**config.mk**
```make
export PLATFORM = sky130hd
export DESIGN_NAME = fpu_flash_protection_unit
export DESIGN_NICKNAME = d
export VERILOG_FILES = /design/src/common/fpu_pkg.sv /design/src/fpu_flash_protection_unit.sv
export SDC_FILE = /design/constraint.sdc
export NUM_CORES = 1
export LEC_CHECK = 0
export CAP_MARGIN = 20
export CORE_UTILIZATION = 23
export CTS_BUF_LIST = sky130_fd_sc_hd__clkbuf_4 sky130_fd_sc_hd__clkbuf_8
export DETAILED_ROUTE_END_ITERATION = 6
export DONT_BUFFER_PORTS = 1
export MAX_ROUTING_LAYER = met4
export PLACE_DENSITY_LB_ADDON = 0.15
export SKIP_CTS_REPAIR_TIMING = 1
export SLEW_MARGIN = 20
export SYNTH_ARGS = -nofsm -noshare
export SYNTH_HDL_FRONTEND = slang
export SYNTH_SLANG_ARGS = --single-unit
```
**constraint.sdc**
```tcl
create_clock -name ref_clk_i -period 3.35 [get_ports ref_clk_i]
set_input_delay 0.1675 -clock ref_clk_i [delete_from_list [all_inputs] [get_ports ref_clk_i]]
set_output_delay 0.1675 -clock ref_clk_i [all_outputs]
set_load 0.01 [all_outputs]
```
**src/common/fpu_pkg.sv**
```systemverilog
// package for the flash protection unit: register map, resets, types
package fpu_pkg;
	// register word indices inside the slave window (byte offset / 4)
	localparam logic [3:0] FPU_OFS_WG_LOW = 4'h0;
	localparam logic [3:0] FPU_OFS_WG_HIGH = 4'h1;
	localparam logic [3:0] FPU_OFS_ACC_DBG = 4'h2;
	localparam logic [3:0] FPU_OFS_DIS_CHAIN = 4'h3;
	localparam logic [3:0] FPU_OFS_REEN_CHAIN = 4'h4;
	localparam logic [3:0] FPU_OFS_SET_PROT = 4'h5;
	localparam logic [3:0] FPU_OFS_STATUS = 4'h6;
	localparam logic [3:0] FPU_OFS_SHADOW_WG = 4'h7;
	localparam logic [3:0] FPU_OFS_SHADOW_AD = 4'h8;
	// documented flash-space offsets of the non-volatile registers
	localparam logic [23:0] FPU_NV_WG_LOW_ADDR = 24'h0EDFB4;
	localparam logic [23:0] FPU_NV_WG_HIGH_ADDR = 24'h0EDFB6;
	localparam logic [23:0] FPU_NV_ACC_DBG_ADDR = 24'h0EDFB8;
	localparam logic [23:0] FPU_NV_DIS_ADDR = 24'h0EDFBC;
	localparam logic [23:0] FPU_NV_REEN_ADDR = 24'h0EDFBE;
	// delivery values of the non-volatile cells
	localparam logic [15:0] FPU_RST_WG_LOW = 16'hFFFF;
	localparam logic [15:0] FPU_RST_WG_HIGH = 16'hFFFF;
	localparam logic [15:0] FPU_RST_ACC_DBG = 16'hACFF;
	localparam logic [15:0] FPU_RST_DIS = 16'hFFFF;
	localparam logic [15:0] FPU_RST_REEN = 16'hFFFF;
	// field positions
	localparam int FPU_BANK0_SECTORS = 10;
	localparam int FPU_BANK1_SECTORS = 2;
	localparam int FPU_ACC_BIT = 0;
	localparam int FPU_DBG_BIT = 1;
	localparam int FPU_CHAIN_LEN = 16;
	localparam int FPU_STAT_WPF_BIT = 0;
	localparam logic [15:0] FPU_TRAP_NUMBER = 16'h009B;
	localparam logic [15:0] FPU_DUMMY_DATA = 16'hFFFF;
	// set-protection command: target select in bits 18:16 of write data
	localparam logic [2:0] FPU_SEL_WG_LOW = 3'h0;
	localparam logic [2:0] FPU_SEL_WG_HIGH = 3'h1;
	localparam logic [2:0] FPU_SEL_ACC_DBG = 3'h2;
	localparam logic [2:0] FPU_SEL_DIS = 3'h3;
	localparam logic [2:0] FPU_SEL_REEN = 3'h4;

	typedef enum logic [1:0] {
		FPU_SRC_FLASH = 2'h0,
		FPU_SRC_IRAM = 2'h1,
		FPU_SRC_XRAM = 2'h3,
		FPU_SRC_EXT = 2'h2
	} fpu_src_e;

	typedef enum logic [1:0] {
		FPU_ST_LOCKED = 2'h0,
		FPU_ST_LOAD = 2'h1,
		FPU_ST_RUN = 2'h3
	} fpu_state_e;

	// one flash access request from a bus master
	typedef struct packed {
		logic valid;
		logic write;
		logic erase;
		logic peripheral_event_transfer;
		logic regs;
		logic bank;
		logic [3:0] sector;
		fpu_src_e src;
		logic src_bank;
	} fpu_req_s;

	// answer to one flash access
	typedef struct packed {
		logic grant;
		logic dummy;
		logic trap;
		logic wp_error;
	} fpu_ans_s;
endpackage : fpu_pkg

```
**src/fpu_flash_protection_unit.sv**
```systemverilog
// flash protection unit: shadow guards, chain logic, access checks
//
// The Wishbone slave port is this design's own decision.
`timescale 1ns/100ps
`default_nettype none

module fpu_flash_protection_unit
	import fpu_pkg::*;
(
	// clock and reset
	input wire logic ref_clk_i,
	input wire logic reset_n_i,
	// wishbone slave
	input wire logic wb_cyc_i,
	input wire logic wb_stb_i,
	input wire logic wb_we_i,
	input wire logic [5:0] wb_adr_i,
	input wire logic [3:0] wb_sel_i,
	input wire logic [31:0] wb_dat_i,
	input wire logic wb_src_flash_i,
	output logic [31:0] wb_dat_o,
	output logic wb_ack_o,
	// flash access check
	input wire fpu_req_s req_i,
	output fpu_ans_s ans_o,
	// protection state
	output logic guard_active_o,
	output logic debug_enable_o
);
	// non-volatile cells and volatile shadows
	// fuses power up at their delivery values; reset never touches them
	logic [15:0] nv_reg [5] = '{
		FPU_RST_WG_LOW,
		FPU_RST_WG_HIGH,
		FPU_RST_ACC_DBG,
		FPU_RST_DIS,
		FPU_RST_REEN
	};
	logic [15:0] sh_reg [5];
	fpu_state_e state_reg;
	logic wpf_reg;
	logic ack_reg;
	logic [31:0] rdat_reg;
	fpu_ans_s ans_reg;
	logic guard_reg;
	logic dbg_reg;

	logic acc_wr;
	logic [3:0] idx;
	logic [15:0] wdat;
	logic [2:0] tsel;
	logic pair_off;
	logic guard_on;
	logic [15:0] nv_next [5];
	logic cmd_nv;
	logic cmd_tmp;
	logic wp_hit;
	logic sec_lock;
	logic foreign;

	function automatic logic [15:0] fpu_chain_ok(input logic [15:0] dis,
		input logic [15:0] ren, input logic [15:0] ad);
		logic [15:0] ok;
		ok = '0;
		for (int i = 0; i < FPU_CHAIN_LEN; i++) begin
			if (i == 0)
				ok[i] = ~ad[FPU_DBG_BIT] & ~ad[FPU_ACC_BIT];
			else
				ok[i] = ~ren[i - 1];
		end
		return ok;
	endfunction : fpu_chain_ok

	// bus decode
	// writes act only on the first cycle, so a held request lands once
	assign acc_wr = wb_cyc_i & wb_stb_i & wb_we_i & ~ack_reg;
	assign idx = wb_adr_i[5:2];
	assign wdat = wb_dat_i[15:0];
	assign tsel = wb_dat_i[18:16];
	assign cmd_nv = acc_wr && idx == FPU_OFS_SET_PROT && wb_dat_i[19]
		&& wb_src_flash_i;
	assign cmd_tmp = acc_wr && idx == FPU_OFS_SET_PROT && !wb_dat_i[19]
		&& wb_src_flash_i;

	// a pair is off while disable x is programmed and reenable x is not
	always_comb begin
		pair_off = 1'b0;
		for (int i = 0; i < FPU_CHAIN_LEN; i++)
			pair_off = pair_off | (~nv_reg[3][i] & nv_reg[4][i]);
	end
	assign guard_on = ~sh_reg[2][FPU_ACC_BIT] & ~pair_off;

	// non-volatile programming: only 1 to 0, chained ordering
	always_comb begin
		logic [15:0] ok;
		ok = '0;
		for (int r = 0; r < 5; r++)
			nv_next[r] = nv_reg[r];
		if (cmd_nv) begin
			case (tsel)
				FPU_SEL_WG_LOW: nv_next[0] = nv_reg[0] & wdat;
				FPU_SEL_WG_HIGH: nv_next[1] = nv_reg[1] & wdat;
				FPU_SEL_ACC_DBG: nv_next[2] = nv_reg[2] & wdat;
				FPU_SEL_DIS: begin
					ok = fpu_chain_ok(nv_reg[3], nv_reg[4], nv_reg[2]);
					nv_next[3] = nv_reg[3] & (wdat | ~ok);
				end
				FPU_SEL_REEN: begin
					nv_next[4] = nv_reg[4] & (wdat | nv_reg[3]);
				end
				default: ;
			endcase
		end
	end

	// non-volatile cells keep their value across reset
	always_ff @(posedge ref_clk_i) begin
		for (int r = 0; r < 5; r++)
			nv_reg[r] <= nv_next[r];
	end

	// reset sequencing: guards forced, then one load
	always_ff @(posedge ref_clk_i) begin
		if (!reset_n_i)
			state_reg <= FPU_ST_LOCKED;
		else begin
			case (state_reg)
				FPU_ST_LOCKED: state_reg <= FPU_ST_LOAD;
				FPU_ST_LOAD: state_reg <= FPU_ST_RUN;
				FPU_ST_RUN: state_reg <= FPU_ST_RUN;
				default: state_reg <= FPU_ST_LOCKED;
			endcase
		end
	end

	// shadows: forced active in reset, loaded once, temp unprotect
	always_ff @(posedge ref_clk_i) begin
		if (!reset_n_i) begin
			for (int r = 0; r < 5; r++)
				sh_reg[r] <= 16'h0000;
		end else if (state_reg == FPU_ST_LOAD) begin
			for (int r = 0; r < 5; r++)
				sh_reg[r] <= nv_reg[r];
		end else if (cmd_tmp && tsel <= FPU_SEL_ACC_DBG) begin
			// ones unlock, zeros back to the non-volatile value
			sh_reg[tsel] <= (wdat & (sh_reg[tsel] | wdat)) | nv_reg[tsel];
		end
	end

	// access check
	// any fetch source other than the flash counts as foreign code
	assign foreign = req_i.src != FPU_SRC_FLASH;
	always_comb begin
		sec_lock = req_i.bank ? ~sh_reg[1][req_i.sector[0]]
			: (req_i.sector < 4'(FPU_BANK0_SECTORS)
			&& ~sh_reg[0][req_i.sector]);
		wp_hit = req_i.valid & (req_i.write | req_i.erase) & sec_lock;
	end

	always_ff @(posedge ref_clk_i) begin
		if (!reset_n_i)
			ans_reg <= '0;
		else begin
			ans_reg.wp_error <= wp_hit;
			ans_reg.dummy <= 1'b0;
			ans_reg.trap <= 1'b0;
			ans_reg.grant <= 1'b0;
			if (req_i.valid) begin
				if (req_i.regs)
					ans_reg.grant <= ~req_i.write | ~foreign | ~guard_on;
				else if (wp_hit)
					ans_reg.grant <= 1'b0;
				else if (guard_on && req_i.peripheral_event_transfer)
					ans_reg.grant <= 1'b0;
				else if (guard_on && req_i.write && foreign
					&& !(req_i.src_bank != req_i.bank))
					ans_reg.grant <= 1'b0;
				else if (guard_on && !req_i.write && !req_i.erase && foreign) begin
					ans_reg.dummy <= 1'b1;
					ans_reg.trap <= 1'b1;
				end else
					ans_reg.grant <= 1'b1;
			end
		end
	end

	// error flag: set wins over software clear
	always_ff @(posedge ref_clk_i) begin
		if (!reset_n_i)
			wpf_reg <= 1'b0;
		else if (wp_hit)
			wpf_reg <= 1'b1;
		else if (acc_wr && idx == FPU_OFS_STATUS && wb_sel_i[0]
			&& wb_dat_i[FPU_STAT_WPF_BIT])
			wpf_reg <= 1'b0;
	end

	// status outputs
	always_ff @(posedge ref_clk_i) begin
		if (!reset_n_i) begin
			guard_reg <= 1'b1;
			dbg_reg <= 1'b0;
		end else begin
			guard_reg <= guard_on | state_reg != FPU_ST_RUN;
			dbg_reg <= sh_reg[2][FPU_DBG_BIT] & state_reg == FPU_ST_RUN;
		end
	end

	// wishbone answer: one cycle after the request, dropped next cycle
	always_ff @(posedge ref_clk_i) begin
		if (!reset_n_i) begin
			ack_reg <= 1'b0;
			rdat_reg <= '0;
		end else begin
			ack_reg <= wb_cyc_i & wb_stb_i & ~ack_reg;
			rdat_reg <= '0;
			if (wb_cyc_i && wb_stb_i && !wb_we_i && !ack_reg) begin
				case (idx)
					FPU_OFS_WG_LOW: rdat_reg[15:0] <= nv_reg[0];
					FPU_OFS_WG_HIGH: rdat_reg[15:0] <= nv_reg[1];
					FPU_OFS_ACC_DBG: rdat_reg[15:0] <= nv_reg[2];
					FPU_OFS_DIS_CHAIN: rdat_reg[15:0] <= nv_reg[3];
					FPU_OFS_REEN_CHAIN: rdat_reg[15:0] <= nv_reg[4];
					FPU_OFS_STATUS: rdat_reg[2:0] <= {dbg_reg, guard_reg, wpf_reg};
					FPU_OFS_SHADOW_WG: rdat_reg <= {sh_reg[1], sh_reg[0]};
					FPU_OFS_SHADOW_AD: rdat_reg[15:0] <= sh_reg[2];
					default: rdat_reg <= '0;
				endcase
			end
		end
	end

	assign wb_ack_o = ack_reg;
	assign wb_dat_o = rdat_reg;
	assign ans_o = ans_reg;
	assign guard_active_o = guard_reg;
	assign debug_enable_o = dbg_reg;

	// reenable bit 0 is programmed only once disable bit 0 is programmed
	chain_order_a: assert property (@(posedge ref_clk_i) disable iff (!reset_n_i)
		$fell(nv_reg[4][0]) |-> !nv_reg[3][0])
		else $error("reenable programmed before disable");
	wpf_set_a: assert property (@(posedge ref_clk_i) disable iff (!reset_n_i)
		wp_hit |=> wpf_reg && !ans_reg.grant)
		else $error("locked sector hit not flagged");
	trap_dummy_a: assert property (@(posedge ref_clk_i) disable iff (!reset_n_i)
		ans_reg.trap |-> ans_reg.dummy && !ans_reg.grant)
		else $error("trap without dummy data");
	pec_block_a: assert property (@(posedge ref_clk_i) disable iff (!reset_n_i)
		req_i.valid && req_i.peripheral_event_transfer && !req_i.regs && guard_on |=> !ans_reg.grant)
		else $error("event transfer passed guard");
	reset_force_a: assert property (@(posedge ref_clk_i)
		!reset_n_i |=> guard_active_o && !debug_enable_o)
		else $error("guards not forced in reset");
	ack_pulse_a: assert property (@(posedge ref_clk_i) disable iff (!reset_n_i)
		wb_ack_o |=> !wb_ack_o)
		else $error("ack held two cycles");
	nv_one_way_a: assert property (@(posedge ref_clk_i) disable iff (!reset_n_i)
		(nv_reg[2] & ~$past(nv_reg[2])) == 16'h0000)
		else $error("non-volatile bit rose");
	dis0_order_a: assert property (@(posedge ref_clk_i) disable iff (!reset_n_i)
		$fell(nv_reg[3][0]) |-> !nv_reg[2][FPU_ACC_BIT] && !nv_reg[2][FPU_DBG_BIT])
		else $error("first disable without guards programmed");

	// sector locks refuse program and erase with an error
	bank0_lock_a: assert property (@(posedge ref_clk_i)
		disable iff (!reset_n_i)
		req_i.valid && !req_i.bank && (req_i.write || req_i.erase)
		&& req_i.sector < 4'(FPU_BANK0_SECTORS)
		&& !sh_reg[0][req_i.sector]
		|=> !ans_reg.grant && ans_reg.wp_error)
		else $error("bank-0 locked sector not refused");
	bank1_lock_a: assert property (@(posedge ref_clk_i)
		disable iff (!reset_n_i)
		req_i.valid && req_i.bank && (req_i.write || req_i.erase)
		&& !sh_reg[1][req_i.sector[0]]
		|=> !ans_reg.grant && ans_reg.wp_error)
		else $error("bank-1 locked sector not refused");
	sector_free_a: assert property (@(posedge ref_clk_i)
		disable iff (!reset_n_i)
		req_i.valid && !req_i.bank
		&& req_i.sector >= 4'(FPU_BANK0_SECTORS)
		|=> !ans_reg.wp_error)
		else $error("unlockable sector flagged");

	// access guard decisions
	flash_read_a: assert property (@(posedge ref_clk_i)
		disable iff (!reset_n_i)
		req_i.valid && !req_i.regs && !req_i.write && !req_i.erase
		&& !req_i.peripheral_event_transfer && !foreign
		|=> ans_reg.grant)
		else $error("flash code read refused");
	foreign_read_a: assert property (@(posedge ref_clk_i)
		disable iff (!reset_n_i)
		req_i.valid && !req_i.regs && !req_i.write && !req_i.erase
		&& !req_i.peripheral_event_transfer && foreign && guard_on
		|=> ans_reg.trap && ans_reg.dummy)
		else $error("foreign read not trapped");
	foreign_write_a: assert property (@(posedge ref_clk_i)
		disable iff (!reset_n_i)
		req_i.valid && !req_i.regs && req_i.write && foreign && guard_on
		&& req_i.src_bank == req_i.bank
		|=> !ans_reg.grant)
		else $error("foreign write reached guarded flash");
	other_bank_a: assert property (@(posedge ref_clk_i)
		disable iff (!reset_n_i)
		req_i.valid && !req_i.regs && req_i.write && !req_i.peripheral_event_transfer
		&& foreign && req_i.src_bank != req_i.bank && !wp_hit
		|=> ans_reg.grant)
		else $error("other-bank update refused");
	reg_write_a: assert property (@(posedge ref_clk_i)
		disable iff (!reset_n_i)
		req_i.valid && req_i.regs && req_i.write && foreign && guard_on
		|=> !ans_reg.grant)
		else $error("foreign register write granted");

	// effective guard and debug outputs
	pair_off_a: assert property (@(posedge ref_clk_i)
		disable iff (!reset_n_i)
		state_reg == FPU_ST_RUN && pair_off |=> !guard_active_o)
		else $error("disabled pair left guard on");
	guard_on_a: assert property (@(posedge ref_clk_i)
		disable iff (!reset_n_i)
		state_reg == FPU_ST_RUN && guard_on |=> guard_active_o)
		else $error("guard not effective");
	debug_follow_a: assert property (@(posedge ref_clk_i)
		disable iff (!reset_n_i)
		state_reg == FPU_ST_RUN
		|=> debug_enable_o == $past(sh_reg[2][FPU_DBG_BIT]))
		else $error("debug enable off its guard bit");

	// shadow handling
	load_once_a: assert property (@(posedge ref_clk_i)
		disable iff (!reset_n_i)
		state_reg == FPU_ST_LOAD
		|=> sh_reg[0] == $past(nv_reg[0]) && sh_reg[2] == $past(nv_reg[2]))
		else $error("shadows not loaded from cells");
	temp_unlock_a: assert property (@(posedge ref_clk_i)
		disable iff (!reset_n_i)
		cmd_tmp && tsel == FPU_SEL_WG_LOW && state_reg == FPU_ST_RUN
		|=> sh_reg[0] == ($past(wdat) | nv_reg[0]))
		else $error("temporary unlock wrong");
	nv_hidden_a: assert property (@(posedge ref_clk_i)
		disable iff (!reset_n_i)
		cmd_tmp
		|=> nv_reg[0] == $past(nv_reg[0]) && nv_reg[2] == $past(nv_reg[2]))
		else $error("temporary unlock touched cells");
	foreign_cmd_a: assert property (@(posedge ref_clk_i)
		disable iff (!reset_n_i)
		acc_wr && idx == FPU_OFS_SET_PROT && !wb_src_flash_i
		&& state_reg == FPU_ST_RUN
		|=> sh_reg[2] == $past(sh_reg[2]) && nv_reg[2] == $past(nv_reg[2]))
		else $error("foreign set-protection accepted");

	// register bus answers every request once
	ack_answer_a: assert property (@(posedge ref_clk_i)
		disable iff (!reset_n_i)
		wb_cyc_i && wb_stb_i && !wb_ack_o |=> wb_ack_o)
		else $error("request left unanswered");

	// every later link of the chain keeps its order
	for (genvar g = 1; g < FPU_CHAIN_LEN; g++) begin : g_chain
		dis_link_a: assert property (@(posedge ref_clk_i)
			disable iff (!reset_n_i)
			$fell(nv_reg[3][g]) |-> !nv_reg[4][g - 1])
			else $error("disable programmed out of order");
		reen_link_a: assert property (@(posedge ref_clk_i)
			disable iff (!reset_n_i)
			$fell(nv_reg[4][g]) |-> !nv_reg[3][g])
			else $error("reenable programmed out of order");
	end

	// no cell ever goes back from 0 to 1
	for (genvar g = 0; g < 5; g++) begin : g_fuse
		nv_fuse_a: assert property (@(posedge ref_clk_i)
			disable iff (!reset_n_i)
			(nv_reg[g] & ~$past(nv_reg[g])) == 16'h0000)
			else $error("cell bit rose");
	end
endmodule : fpu_flash_protection_unit

`default_nettype wire
```
==> impl_metrics.py, run 1 <==
metrics = {
    "logic_synthesis": {
        "synth_top_area_frac": 0.502,
        "synth-main-ff-cell": "edfxtp_1",
        "netlist_top_cells_area": "edfxtp_1 (50%), dfxtp_1 (11%), mux4_2 (4.7%), and2_1 (4.1%), o21ai_0 (3.5%)",
        "ys_warn_count": 0,
        "ys_types": 49,
        "ys_seq_elements": 169,
        "synth-xor-area-share": 0.00114,
        "yosysTopAreaCell": "edfxtp_1",
        "synth_top_family_by_area": "compound AO/OA/AOI/OAI gates",
        "ys_seq_area_frac": 0.609,
        "muxShareOfSynthArea": 0.0564,
        "synth_edf_count": 128,
        "synthAdderAreaFrac": 0,
        "synthSimpleGateAreaFrac": 0.151,
        "synth_area_sq_um": 7660,
        "syn-num-nets": 686,
        "async_flop_share": 0,
        "synthCells": 625,
        "avgSynthCellArea_sq_um": 12.2,
        "synth_compound_area_frac": 0.159,
        "synth_common_cells": "edfxtp_1 (128), nand2_1 (58), o21ai_0 (54), and2_1 (50), dfxtp_1 (41)",
        "yosysMostFrequentCell": "edfxtp_1",
    },
    "hold_path": {
        "hold_end": "ans_o[2]$_SDFF_PP0_",
        "hold_path_class": "in -> reg",
        "worstHoldPathCells": 2,
        "hp-start": "req_i[1]",
    },
    "sta": {
        "period_share": 0.870,
        "worst_slew_pin_slew_ns": 1.20,
        "slew_violations": 0,
        "maxSlewHeadroom": 0.199,
        "timing.hold.ws_ns": -0.0276,
        "hold_viol_final": 2,
        "period_needed_ns": 2.91,
        "fmax_ghz": 0.343,
        "grt_setup_unrepaired": "false",
        "finalSetupViolCount": 0,
        "tns_ns": 0,
        "fin_skew_ns": 0.0187,
    },
    "worst_setup_path": {
        "critPathMaxFanout": 5,
        "r2r_start": "nv_reg[4][14]$_DFFE_PP_",
        "worstReg2RegEnd": "ans_o[3]$_SDFF_PN0_",
        "r2r_slack_ns": 0.44,
        "worstSetupPathType": "reg -> reg",
        "critPathLaunchType": "register",
        "arrival_ns": 3.26,
        "critPathLaunch": "nv_reg[4][14]$_DFFE_PP_",
        "reg2reg_depth": 7,
        "cp_data_required_time_ns": 3.70,
        "worst_setup_path_end_kind": "register",
    },
    "cts": {
        "cts_buffers": 17,
        "cts_num_sinks": 169,
        "cts_buffer_depth": 2,
        "clk_pin_slew_ns": 0.10,
        "clock_latency_ns": 0.47,
        "h-tree-depth": 4,
        "cts_tree": "built",
        "clockRootBuffer": "clkbuf_8",
    },
    "die": {
        "boundaryPins": 100,
        "dieArea_sq_um": 34000,
        "die_w_microns": 184,
        "start_util": 0.235,
        "core_sq_um": 32600,
        "rows": 66,
        "fp.dieH_microns": 184,
    },
    "placed_design": {
        "post_dp_cell_area_sq_um": 8310,
        "portBuffers": 0,
        "place_hpwl_microns": 17200,
        "place.gp.congestion": 0.859,
        "dp_cells": 1055,
    },
    "global_routing": {
        "grt_overflow": 0,
        "grt_pass1_vias": 5434,
        "track_usage": 0.162,
        "antenna_found_initial": 0,
        "grt_max_degree": 36,
        "grt_pass1_wl_microns": 38000,
    },
    "route": {
        "drcViolationCount": 0,
        "ant_nets": 0,
        "wl_per_cell_microns": 24.0,
        "first_pass_iters": 5,
        "dr.first_iter.drc_count": 583,
        "via_count": 5569,
        "routed_wirelength_microns": 26700,
        "avgViaCountPerCell": 5.01,
    },
    "outcome": {
        "status": "finished, violations left",
        "violations": "hold timing",
    },
    "power_and_ir_drop": {
        "cellLeakagePower_uw": 0.00291,
        "seqPwrFrac": 0.570,
        "internal_power_uw": 3100,
        "cellPowerDensity_nw_per_um2": 455,
        "swShare": 0.237,
        "comb_power_share": 0.059,
        "worst_ir_drop_vdd_uv": 234,
        "clock_power_share": 0.371,
        "switchingPower_uw": 963,
    },
    "layout": {
        "utilization": 0.274,
        "drive_gt1_frac": 0.129,
        "final_cell_count_no_fill": 1111,
        "areaGrowthSynthToFinish_pct": 16.7,
        "fin_nets": 716,
        "largest_register_ffs": 80,
        "stdcell_area_sq_um": 8930,
    },
    "job": {
        "max_cap_violations": 0,
    },
}
==> cell families (layout without fill, tap and decap cells) <==
kind of cell	after synthesis	count (layout)
mux	23	23
simple gates	211	211
other cells	0	1
xor+xnor	1	1
flops	169	169
buf+inv	44	87
compound gates	177	177
==> through the flow <==
| stage | power (uW) | worst slack, ns |
|---|---|---|
| 2_1_floorplan | 2510 | 0.623 |
| 3_3_place_gp | 2560 | 0.818 |
| 3_5_place_dp | 2560 | 0.766 |
| 4_1_cts | 4070 | 0.732 |
| 5_1_grt | 4200 | 0.262 |
| 6_report | 4060 | 0.436 |
==> cells in the final DEF, fill, tap and decap left out, types with 2 or more instances in the layout <==
master and count:
o22ai_1 2, buf_12 2, bufinv_16 2, mux4_2 16, mux2i_1 6, nor3b_2 4
a221oi_1 3, nor3_2 2, and4_1 2, nor3b_1 2, nand2_1 58, a31oi_1 18
and3_1 18, o21a_1 24, dfxtp_1 41, inv_1 10, nor3_1 4, clkinv_2 2
nor3_4 2, clkinvlp_4 3, buf_4 20, clkbuf_8 17, clkbuf_4 5, and2_1 50
nand3b_1 4, nor2_1 21, a21oi_1 4, nand2b_1 9, dlygate4sd3_1 23, nor2b_1 23
a211oi_2 2, a222oi_1 14, edfxtp_1 128, a211oi_1 15, a22oi_1 32, inv_6 2
o2111ai_1 3, o21ai_0 53
==> worst max path at each step <==
| stage | cells after the start | to |
|---|---|---|
| CTS | 6 | sh_reg[1][15]$_DFFE_PP_ |
| floorplan | 5 | nv_reg[2][0]$_DFFE_PP_ |
| global route | 7 | ans_o[3]$_SDFF_PN0_ |
| detailed placement | 6 | sh_reg[1][12]$_DFFE_PP_ |
| finish | 7 | ans_o[3]$_SDFF_PN0_ |
| global placement | 6 | sh_reg[1][10]$_DFFE_PP_ |
==> power groups by stage <==
stage	combinational [uW]	clock, uW	sequential [uW]
2_1_floorplan	156	0	2350
3_3_place_gp	199	0	2360
3_5_place_dp	201	0	2360
4_1_cts	202	1550	2320
5_1_grt	259	1620	2320
6_report	239	1510	2310
==> cell type report <==
cell class / count / area, sq um
tap: 442 / 553
antenna: 1 / 2.50
sequential: 169 / 4660
clock inverter: 10 / 119
multi-input combinational: 412 / 2870
inverter: 10 / 37.5
clock buffer: 22 / 272
fill: 3405 / 23700
timing repair buffer: 45 / 420
==> per-layer routing <==
layer	GRT usage	wire length [microns]	vias to the layer above
met5	-	0	-
met4	0.0600	663	0
met3	0.0502	2630	45
met2	0.234	11800	319
met1	0.212	11600	2741
li1	-	-	2464
==> critical path, stage by stage (launching register included) <==
cell and delay [ns]:
edfxtp_1 0.48, nor2b_1 0.20, or4_4 0.52, nor4_2 0.49, nand2_1 0.21, o2111ai_1 0.25, dlygate4sd3_1 0.58, a21oi_1 0.07
No activity file was read; power rests on OpenSTA's default activity.
==> run 2: changes to the inputs <==
- CTS_BUF_LIST: sky130_fd_sc_hd__clkbuf_4 sky130_fd_sc_hd__clkbuf_8 -> sky130_fd_sc_hd__clkbuf_8
==> run 2 against run 1 <==
  * The flow still finishes with violations (hold timing)
  * Setup slack lost 0.024 ns
  * Register-to-register slack worse by 0.02 ns
  * Sequential share of layout area is 0.12 points higher
  * Final cell count about the same
  * Global-route usage about the same
  * Via count decreased by 0.70%
  * Sequential power barely moved
  * Critical path depth is the same
  * Largest power group unchanged
==> impl_metrics.py, run 2 (same netlist as run 1, synthesis figures left out) <==
metrics = {
    "route": {
        "first_pass_iters": 5,
        "drcViolationCount": 0,
        "wl_per_cell_microns": 24.0,
        "avgViaCountPerCell": 4.98,
        "routed_wirelength_microns": 26600,
        "dr.first_iter.drc_count": 628,
        "ant_nets": 0,
        "via_count": 5530,
    },
    "die": {
        "die_w_microns": 184,
        "fp.dieH_microns": 184,
        "boundaryPins": 100,
        "dieArea_sq_um": 34000,
        "start_util": 0.235,
        "core_sq_um": 32600,
        "rows": 66,
    },
    "worst_setup_path": {
        "cp_cell_sequence": "nor2b_1 > or4_4 > nor4_2 > nand2_1 > o2111ai_1 > dlygate4sd3_1 > a21oi_1",
        "cpPeakStageDelay_ns": 0.57,
        "critPathMaxFanout": 5,
        "cp_top_family": "simple AND/OR/NAND/NOR gates",
        "worstSetupPathType": "reg -> reg",
        "critPathLaunchType": "register",
        "cp_num_buf_inv": 1,
        "worst_setup_path_end_kind": "register",
        "worst_path_max_delay_cell": "dlygate4sd3_1",
        "cp_data_required_time_ns": 3.70,
        "arrival_ns": 3.29,
    },
    "sta": {
        "slew_violations": 0,
        "finalSetupViolCount": 0,
        "timing.hold.ws_ns": -0.0349,
        "tns_ns": 0,
        "fin_skew_ns": 0.0167,
        "worst_slew_pin_slew_ns": 1.15,
        "hold_viol_final": 2,
        "fmax_ghz": 0.340,
        "grt_setup_unrepaired": "false",
        "setup_ws_ns": 0.412,
        "period_needed_ns": 2.94,
        "maxSlewHeadroom": 0.233,
        "period_share": 0.877,
    },
    "placed_design": {
        "post-place-ws_ns": 0.766,
        "place_hpwl_microns": 17200,
        "place.gp.congestion": 0.859,
        "dp_cells": 1055,
        "portBuffers": 0,
    },
    "cts": {
        "clockRootBuffer": "clkbuf_8",
        "clock_latency_ns": 0.47,
        "cts_buffer_depth": 2,
        "clk_pin_slew_ns": 0.10,
        "cts_buffers": 17,
        "h-tree-depth": 4,
        "cts_tree": "built",
        "cts_num_sinks": 169,
    },
    "layout": {
        "layout_commonest_cell": "edfxtp_1",
        "fin_nets": 716,
        "final_cell_mix": "edfxtp_1 (128), nand2_1 (58), o21ai_0 (53)",
        "drive_gt1_frac": 0.121,
        "diodes": 0,
        "areaGrowthSynthToFinish_pct": 16.4,
        "largest_register_ffs": 80,
        "fillCellCount": 3410,
        "final_cell_count_no_fill": 1110,
        "utilization": 0.273,
    },
    "outcome": {
        "status": "finished, violations left",
        "violations": "hold timing",
    },
    "global_routing": {
        "top_usage_layer": "met2",
        "grt_pass1_vias": 5421,
        "antenna_found_initial": 0,
        "grt_max_degree": 36,
        "grt_pass1_wl_microns": 38000,
        "grt_overflow": 0,
        "track_usage": 0.162,
        "grt.met2_usage": 0.232,
        "grt_util_met1": 0.212,
        "use_met3": 0.0533,
    },
    "hold_path": {
        "hold_path_class": "in -> reg",
    },
    "power_and_ir_drop": {
        "total_power_uw": 4010,
        "worst_ir_drop_vdd_uv": 235,
        "cellPowerDensity_nw_per_um2": 450,
        "cellLeakagePower_uw": 0.00292,
    },
    "job": {
        "max_cap_violations": 0,
    },
}
run 2: cell types whose count changed in the layout (fill, tap and decap cells not counted):
cell / change
inv_1: +5
diode_2: -1
clkbuf_4: -5
run 2: layer usage:
layer | wire (microns) | vias to the layer above
li1 | - | 2464
met1 | 11700 | 2735
met2 | 11700 | 290
met3 | 2510 | 41
met4 | 654 | 0
met5 | 0 | -
run 2: layout make-up:
cell class              instances  area, sq um  area share
repair buffers                 45          420      0.0472
inverters                      10         37.5     0.00421
well taps                     442          553      0.0621
multi-input cells             412         2870       0.321
clock buffers                  17          234      0.0263
flip-flops and latches        169         4660       0.523
clock inverters                15          138      0.0154
run 2: where the power goes:
part / switching (uW) / internal [uW] / total [uW]
registers: 23.9 / 2290 / 2310
clock network: 804 / 652 / 1460
logic: 137 / 101 / 238
total: 965 / 3040 / 4010
run 2: path summary, 6_finish.rpt:
| kind | from | end | slack (ns) | cells after the start |
|---|---|---|---|---|
| worst max register to register | nv_reg[4][14]$_DFFE_PP_ | ans_o[3]$_SDFF_PN0_ | 0.41 | 7 |
| worst min-delay path | req_i[1] | ans_o[2]$_SDFF_PP0_ | -0.03 | 2 |
| worst min register to register | sh_reg[1][11]$_DFFE_PP_ | wb_dat_o[27]$_SDFF_PN0_ | 0.48 | 1 |
| worst max-delay path | nv_reg[4][14]$_DFFE_PP_ | ans_o[3]$_SDFF_PN0_ | 0.41 | 7 |
run 2: metrics by stage:
step	instance area, sq um	hold slack, ns
6_report	8910	-0.0349
5_1_grt	8910	0.00314
4_1_cts	8680	-0.215
3_5_place_dp	8310	0.293
3_3_place_gp	8310	0.296
2_1_floorplan	7660	0.331
